[src/sar_consts.vh]
// Constants for the converter sequencer
`ifndef SAR_CONSTS_VH
`define SAR_CONSTS_VH
`define CLK_PERIOD_PS     4000
`define PWRUP_TIME_NS     1000
`define PWRUP_CYCLES      ((`PWRUP_TIME_NS * 1000) / `CLK_PERIOD_PS)
`define RESULT_BITS       10
`define BUS_BITS          8
`define STEP_CYCLES       8
`define ST_IDLE           2'h0
`define ST_CONV           2'h1
`define ST_DONE           2'h2
`define LSB_PAD           6'h00
`define ZERO_RESULT       10'h000
`define ONE_RESULT        10'h001
`define ZERO_BYTE         8'h00
`define BUF_DEPTH         2
`endif

[src/sar_adc_conversion_sequencer.v]
// Conversion sequencer of a 10-bit successive-approximation converter
`timescale 1ns/100ps
`default_nettype none
`include "sar_consts.vh"
module sar_adc_conversion_sequencer #(
  parameter STEP_CYCLES  = `STEP_CYCLES,
  parameter PWRUP_CYCLES = `PWRUP_CYCLES
) (
  // Clock and reset
  input  wire                    i_clk,
  input  wire                    i_rst_n,
  // Host control
  input  wire                    i_convert_start_n,
  // Comparator from analog core
  input  wire                    i_comp_high,
  // Status to host and analog core
  output wire                    o_busy,
  output reg                     o_powered,
  output wire                    o_hold,
  output reg  [`RESULT_BITS-1:0] o_dac_code,
  output reg                     o_auto_pd,
  // Result read stream
  output wire                    o_result_valid,
  output wire [`BUS_BITS-1:0]    o_result_bus,
  input  wire                    i_result_ready
);
  localparam ST_IDLE = `ST_IDLE;
  localparam ST_CONV = `ST_CONV;
  localparam ST_DONE = `ST_DONE;
  localparam [3:0] MSB_IDX = `RESULT_BITS - 1;

  reg                    rst_meta;
  reg                    rst_sync;
  reg                    start_q;
  reg                    gated_q;
  reg  [15:0]            pulse_cnt;
  reg  [15:0]            step_cnt;
  reg  [3:0]             bit_idx;
  reg  [1:0]             state;
  reg  [`RESULT_BITS-1:0] result;
  reg                    push_msb;
  reg                    push_lsb;
  wire                   int_start;
  wire                   gated;
  wire                   start_rise;
  wire                   int_rise;
  wire                   gated_fall;
  wire                   step_tick;
  wire                   buf_ready;
  wire [`BUS_BITS-1:0]   push_data;
  wire [`RESULT_BITS-1:0] trial;

  function [`RESULT_BITS-1:0] bit_mask;
    input [3:0] idx;
    begin
      bit_mask = `ONE_RESULT << idx;
    end
  endfunction

  // Reset release through two flip-flops
  always @(posedge i_clk or negedge i_rst_n) begin
    if (!i_rst_n) begin
      rst_meta <= 1'b0;
      rst_sync <= 1'b0;
    end else begin
      rst_meta <= 1'b1;
      rst_sync <= rst_meta;
    end
  end

  assign int_start  = (pulse_cnt != 16'h0000);
  assign gated      = i_convert_start_n | int_start;
  assign start_rise = i_convert_start_n & ~start_q;
  assign int_rise   = start_rise & ~int_start;
  assign gated_fall = gated_q & ~gated;
  assign step_tick  = (step_cnt == 16'h0000);
  assign o_busy     = (state != ST_IDLE);
  assign o_hold     = (state == ST_CONV);
  assign trial      = o_dac_code;

  // Edge history and the 1 us internal pulse
  always @(posedge i_clk or negedge rst_sync) begin
    if (!rst_sync) begin
      start_q   <= 1'b0;
      gated_q   <= 1'b0;
      pulse_cnt <= 16'h0000;
    end else begin
      start_q <= i_convert_start_n;
      gated_q <= gated;
      if (start_rise)
        pulse_cnt <= PWRUP_CYCLES[15:0];
      else if (int_start)
        pulse_cnt <= pulse_cnt - 16'h0001;
    end
  end

  // Power state and mode selection
  always @(posedge i_clk or negedge rst_sync) begin
    if (!rst_sync) begin
      o_powered <= 1'b0;
      o_auto_pd <= 1'b0;
    end else begin
      if (int_rise)
        o_powered <= 1'b1;
      else if (state == ST_DONE && !i_convert_start_n)
        o_powered <= 1'b0;
      if (state == ST_DONE)
        o_auto_pd <= ~i_convert_start_n;
    end
  end

  // Successive-approximation sequence
  always @(posedge i_clk or negedge rst_sync) begin
    if (!rst_sync) begin
      state      <= ST_IDLE;
      bit_idx    <= 4'h0;
      step_cnt   <= 16'h0000;
      o_dac_code <= `ZERO_RESULT;
      result     <= `ZERO_RESULT;
      push_msb   <= 1'b0;
      push_lsb   <= 1'b0;
    end else begin
      if (push_msb && buf_ready)
        push_msb <= 1'b0;
      else if (push_lsb && !push_msb && buf_ready)
        push_lsb <= 1'b0;
      case (state)
        ST_IDLE: begin
          // Falling edges during a conversion never reach here
          if (gated_fall && o_powered) begin
            state      <= ST_CONV;
            bit_idx    <= MSB_IDX;
            step_cnt   <= STEP_CYCLES[15:0] - 16'h0001;
            o_dac_code <= bit_mask(MSB_IDX);
          end
        end
        ST_CONV: begin
          if (step_tick) begin
            step_cnt <= STEP_CYCLES[15:0] - 16'h0001;
            // Keep bit when input is at or above trial level
            if (bit_idx == 4'h0) begin
              result <= i_comp_high ? trial : (trial & ~bit_mask(bit_idx));
              state  <= ST_DONE;
            end else begin
              o_dac_code <= (i_comp_high ? trial : (trial & ~bit_mask(bit_idx)))
                            | bit_mask(bit_idx - 4'h1);
              bit_idx    <= bit_idx - 4'h1;
            end
          end else begin
            step_cnt <= step_cnt - 16'h0001;
          end
        end
        ST_DONE: begin
          state      <= ST_IDLE;
          o_dac_code <= `ZERO_RESULT;
          push_msb   <= 1'b1;
          push_lsb   <= 1'b1;
        end
        default: begin
          state <= ST_IDLE;
        end
      endcase
    end
  end

  // MSB byte first, then LSBs on the top lines
  assign push_data = push_msb ? result[`RESULT_BITS-1:2]
                              : {result[1:0], `LSB_PAD};

  sar_out_buffer #(
    .WIDTH(`BUS_BITS)
  ) u_out_buffer (
    .i_clk   (i_clk),
    .i_rst_n (rst_sync),
    .i_valid (push_msb | push_lsb),
    .i_data  (push_data),
    .o_ready (buf_ready),
    .o_valid (o_result_valid),
    .o_data  (o_result_bus),
    .i_ready (i_result_ready)
  );
endmodule
`default_nettype wire

[src/sar_out_buffer.v]
// Two-entry result buffer with valid and ready on both sides
`timescale 1ns/100ps
`default_nettype none
`include "sar_consts.vh"
module sar_out_buffer #(
  parameter WIDTH = 8
) (
  // Clock and reset
  input  wire             i_clk,
  input  wire             i_rst_n,
  // Fill side
  input  wire             i_valid,
  input  wire [WIDTH-1:0] i_data,
  output wire             o_ready,
  // Drain side
  output wire             o_valid,
  output reg  [WIDTH-1:0] o_data,
  input  wire             i_ready
);
  reg [WIDTH-1:0] slot1;
  reg [1:0]       count;
  wire            push;
  wire            pop;

  assign o_ready = (count != 2'h2);
  assign o_valid = (count != 2'h0);
  assign push    = i_valid & o_ready;
  assign pop     = o_valid & i_ready;

  always @(posedge i_clk or negedge i_rst_n) begin
    if (!i_rst_n) begin
      count  <= 2'h0;
      o_data <= {WIDTH{1'b0}};
      slot1  <= {WIDTH{1'b0}};
    end else begin
      // Head in o_data, second entry in slot1
      case ({push, pop})
        2'b10: begin
          if (count == 2'h0) o_data <= i_data;
          else slot1 <= i_data;
          count <= count + 2'h1;
        end
        2'b01: begin
          o_data <= slot1;
          count  <= count - 2'h1;
        end
        2'b11: begin
          if (count == 2'h1) o_data <= i_data;
          else begin
            o_data <= slot1;
            slot1  <= i_data;
          end
        end
        default: begin
          count <= count;
        end
      endcase
    end
  end
endmodule
`default_nettype wire

[config.mk]
export PLATFORM = sky130hd
export DESIGN_NAME = sar_adc_conversion_sequencer
export DESIGN_NICKNAME = d
export VERILOG_FILES = /design/src/sar_adc_conversion_sequencer.v /design/src/sar_out_buffer.v
export VERILOG_INCLUDE_DIRS = /design/src
export SDC_FILE = /design/constraint.sdc
export NUM_CORES = 1
export LEC_CHECK = 0
export BUFFER_PORTS_ARGS = -buffer_cell sky130_fd_sc_hd__buf_2
export CAP_MARGIN = 20
export CORE_ASPECT_RATIO = 1.5
export CORE_UTILIZATION = 41
export CTS_CLUSTER_SIZE = 28
export DETAILED_ROUTE_END_ITERATION = 8
export GPL_TIMING_DRIVEN = 0
export PLACE_DENSITY = 0.57
export SLEW_MARGIN = 20
export SYNTH_ARGS = -nofsm -noshare
export SYNTH_HDL_FRONTEND = slang
export SYNTH_HIERARCHICAL = 1
export SYNTH_SLANG_ARGS = --single-unit
export TNS_END_PERCENT = 20
[constraint.sdc]
create_clock -name i_clk -period 2.6 [get_ports i_clk]
set_input_delay 0.52 -clock i_clk [delete_from_list [all_inputs] [get_ports i_clk]]
set_output_delay 0.52 -clock i_clk [all_outputs]
set_load 0.02 [all_outputs]
==> impl_results.md <==
* Critical register-to-register path endpoint: step_cnt[3]$_DFFE_PN0P_
* Post-Route Hold Slack at roughly 0.3 ns
* RSZ-0062 raised after global routing: no
* Average cell area after synthesis at 9.71 um2
* Height of the chip at ~130 um
* Synth Register Bits at 84
* Power density over the cells at 638 mW/mm2
* Peak supply drop at ~330 uV
* Number of nets in the layout at between 500 and 600
* F_max at between 400 and 500 MHz
* Vias after detailed routing at between 3k and 4k
* Global placement routability congestion at 0.851
* Syn nets at 509
* Number of levels in the clock H-tree at 3
* Delay of the slowest critical-path stage at 0.43 ns
* Most common flop cell mapped by yosys: sky130_fd_sc_hd__dfrtp_1
* Cell area after technology mapping at approximately 0.0047 mm2
* Post-route clock skew at about 0.0076 ns
* Share of the clock period used by the worst path after layout at 93.2%
* DIE AREA at approximately 0.012 mm2
* Initial core utilization at a little over two fifths
* Top cells by area, synth: sky130_fd_sc_hd__dfrtp_1 45%, sky130_fd_sc_hd__ha_1 5.3%, sky130_fd_sc_hd__o21ai_0 4.5%
* Placed Instance Area at a little over 0.005 mm2
* Share of Yosys cell area claimed by the top area cell type at between 40 and 50%
* Placeable core region at approximately 0.011 mm2
* Fin Setup TNS at 0 ns
* Data arrival time of the worst path at around 2.7 ns
* I/O pin cnt at 28
* Clock tree from TritonCTS: built
* Number of setup violations in the final report at 0
* Routed Antenna Nets at 0
* Wire length of the first global-routing pass at 18.5 mm
* Global route overflow at 0
* Average routed wire per standard cell at ~16 um
* Outcome: complete, no violations
* Critical R2R Launch: step_cnt[0]$_DFFE_PN0P_
* Post-synth EDFFs at 0
* Vias per cell at around 5.5
* Total detailed-routing wirelength at about 11 mm
* Worst setup slack after layout at about 0.18 ns
* Antenna diode count at 0
* Sequential cell area fraction in the yosys report at 44.7%
* Largest area contributor in the synthesized netlist: sky130_fd_sc_hd__dfrtp_1
* Layout overhead on the synthesized area at 14.7%
* FFs w/ async S/R, synth at 100%
* Cts bufs inserted at 9
* Final worst path period need at ~2.4 ns
* Synth Instances at approximately 480
* Fraction of final layout cells with drive strength greater than 1 at between 10% and 20%
* Max-Cap Viols at 0
* Hold Violations, Final at 0
* Finished layout cell area at ~0.0054 mm2
* Number of unique standard cell types used by synthesis at a little over 70
* Max clock buf depth at 2
* Total number of placement rows at 47
* # port buffers at 27
* Detailed Route Iter0 Violations at ~160
* Leakage power at 0.00228 uW
* Cell-by-cell trace of the critical path: inv_1 > ha_1 > nor3b_4 > nand4_2 > o21ai_4 > nor2_2 > a221o_1
* Final number of max-transition violations at 0
* Via count of the first global-routing pass at approximately 3.9k
* Register-to-Register Setup Slack at 0.18 ns
* Worst Setup End Kind: flop
* Maximum number of pins on one net before global-route repair at 49
* Clock latency on the worst-skew pair at ~0.35 ns
* Critical path class: reg2reg
* Die Wd at ~89 um
* Total of warnings raised by yosys at 6
* Number of clock sinks at 84
* Overall track demand over capacity in global routing at a little over 20%
* Worst rel slew slack at about two fifths
* Worst reg2reg path depth at 7
* Highest net fanout along the worst path at 9
* Number of antenna violations at the first check in global routing at 0
* Total power after layout at between 3000 and 4000 uW
* Final routed DRC violation total at 0
* Number of detailed-routing iterations run before antenna repair at 4
* Cell with the biggest individual delay on the critical path: sky130_fd_sc_hd__dfrtp_1
* CTS clk-pin slew, worst paths at 0.07 ns
* Setup Buffers After CTS at 0
* Post-placement setup slack at around 0.018 ns
* Startpoint Class: flop
* Required time of the worst setup path at about 2.8 ns
* Worst setup path startpoint: step_cnt[0]$_DFFE_PN0P_
* CTS Root Buffer Type: sky130_fd_sc_hd__clkbuf_16
* Slew of the pin with the lowest slew margin at around 0.88 ns
* Hold Crit Class: reg2async
* DPL Wire Length at approximately 8.1 mm
==> stage by stage <==
step,util [%],cells
after floorplan,-,484
after global placement,45.2,658
after detailed placement,45.5,659
after CTS,48.4,676
after global routing,48.5,676
final,48.5,676
==> cell usage after synthesis, types with 3 or more instances <==
library cell,n
sky130_fd_sc_hd__ha_1,20
sky130_fd_sc_hd__mux2_2,4
sky130_fd_sc_hd__xnor2_1,3
sky130_fd_sc_hd__inv_1,22
sky130_fd_sc_hd__nand3b_1,3
sky130_fd_sc_hd__a21boi_0,3
sky130_fd_sc_hd__a31oi_1,13
sky130_fd_sc_hd__buf_2,6
sky130_fd_sc_hd__and2_1,8
sky130_fd_sc_hd__a21oi_1,13
sky130_fd_sc_hd__nor2b_1,5
sky130_fd_sc_hd__a211o_1,4
sky130_fd_sc_hd__nand2b_1,9
sky130_fd_sc_hd__clkbuf_1,9
sky130_fd_sc_hd__o21ai_0,42
sky130_fd_sc_hd__o211ai_1,11
sky130_fd_sc_hd__nor4_4,3
sky130_fd_sc_hd__dfrtp_1,84
sky130_fd_sc_hd__o41ai_1,5
sky130_fd_sc_hd__a22o_1,3
sky130_fd_sc_hd__nand2_1,44
sky130_fd_sc_hd__nand4_1,8
sky130_fd_sc_hd__o31ai_1,9
sky130_fd_sc_hd__mux2_4,8
sky130_fd_sc_hd__nor3_1,26
sky130_fd_sc_hd__nand3_1,12
sky130_fd_sc_hd__nand4b_1,3
sky130_fd_sc_hd__nor2_1,32
sky130_fd_sc_hd__or3_1,4
sky130_fd_sc_hd__xor2_1,12
sky130_fd_sc_hd__nor4_1,6
==> cells by family (layout without fill, tap and decap cells) <==
kind of cell | Yosys count | count (layout) | synth area share (%)
multiplexers | 12 | 12 | 3.51
flip-flops | 84 | 84 | 44.7
AND/OR/NAND/NOR | 180 | 180 | 21.0
buffers and inverters | 43 | 88 | 3.99
AO/OA/AOI/OAI | 129 | 129 | 18.6
other | 1 | 1 | 0.0798
adder cells (fa/ha/maj) | 20 | 20 | 5.32
XOR/XNOR | 15 | 15 | 2.79
==> layer usage <==
metal / routed length (um) / GRT usage [%]
met1: 4610 / 23.4
met2: 5770 / 35.2
met3: 255 / 3.78
met4: 255 / 8.82
met5: 0 / 0
==> critical path: cells and delay by family, from the launching register on <==
family,cells,cell delay (ns)
and+or+nand+nor,3,0.87
AOI/OAI and AO/OA,2,0.69
DFF,1,0.43
adders and majority gates,1,0.21
buffers and inverters,1,0.09
==> layout by cell type (no fill, tap or decap), types with 13 or more instances in the layout <==
cell | synthesis | final
sky130_fd_sc_hd__nand2_1 | 44 | 44
sky130_fd_sc_hd__a31oi_1 | 13 | 13
sky130_fd_sc_hd__a21oi_1 | 13 | 13
sky130_fd_sc_hd__o21ai_0 | 42 | 42
sky130_fd_sc_hd__ha_1 | 20 | 18
sky130_fd_sc_hd__nor2_1 | 32 | 32
sky130_fd_sc_hd__nor3_1 | 26 | 25
sky130_fd_sc_hd__dfrtp_1 | 84 | 83
sky130_fd_sc_hd__buf_2 | 6 | 33
sky130_fd_sc_hd__inv_1 | 22 | 22
==> cell type report <==
| cell class | count | area (um2) |
|---|---|---|
| multi-input cells | 357 | 2430 |
| plain buffers | 19 | 97.6 |
| clock inverters | 7 | 83.8 |
| flip-flops and latches | 84 | 2110 |
| repair buffers | 29 | 173 |
| fillers | 1023 | 5720 |
| inverters | 24 | 90.1 |
| clock buffers | 9 | 225 |
| well taps | 147 | 184 |
==> flip-flops by register name, summed over array words and instances, names as in the netlist, 2 cells and up <==
register             count
bit_idx                  4
o_dac_code              10
pulse_cnt               16
result                  10
state                    2
step_cnt                16
u_out_buffer/count       2
u_out_buffer/o_data      8
u_out_buffer/slot1       8
==> repair_timing <==
item / in CTS / in global routing
resized for setup: 1 / 4
setup endpoints to repair: 1 / 32
pin swaps: 0 / 1
hold endpoints to repair: 2 / 0
hold buffers: 1 / 0
==> how the worst max path moves through the flow <==
stage,to,cells after the start
3_5_place_dp,o_dac_code[6]$_DFFE_PN0P_,7
5_1_grt,step_cnt[3]$_DFFE_PN0P_,7
6_report,step_cnt[3]$_DFFE_PN0P_,7
3_3_place_gp,o_dac_code[0]$_DFFE_PN0P_,0
4_1_cts,step_cnt[3]$_DFFE_PN0P_,7
2_1_floorplan,bit_idx[0]$_DFFE_PN0P_,0
==> report_power, final <==
part / leakage [uW] / switching, uW / internal (uW)
clock: 0.000149 / 578 / 762
sequential: 0.000986 / 92.6 / 1410
combinational: 0.00114 / 361 / 232
(Power assumes the default switching activity.)
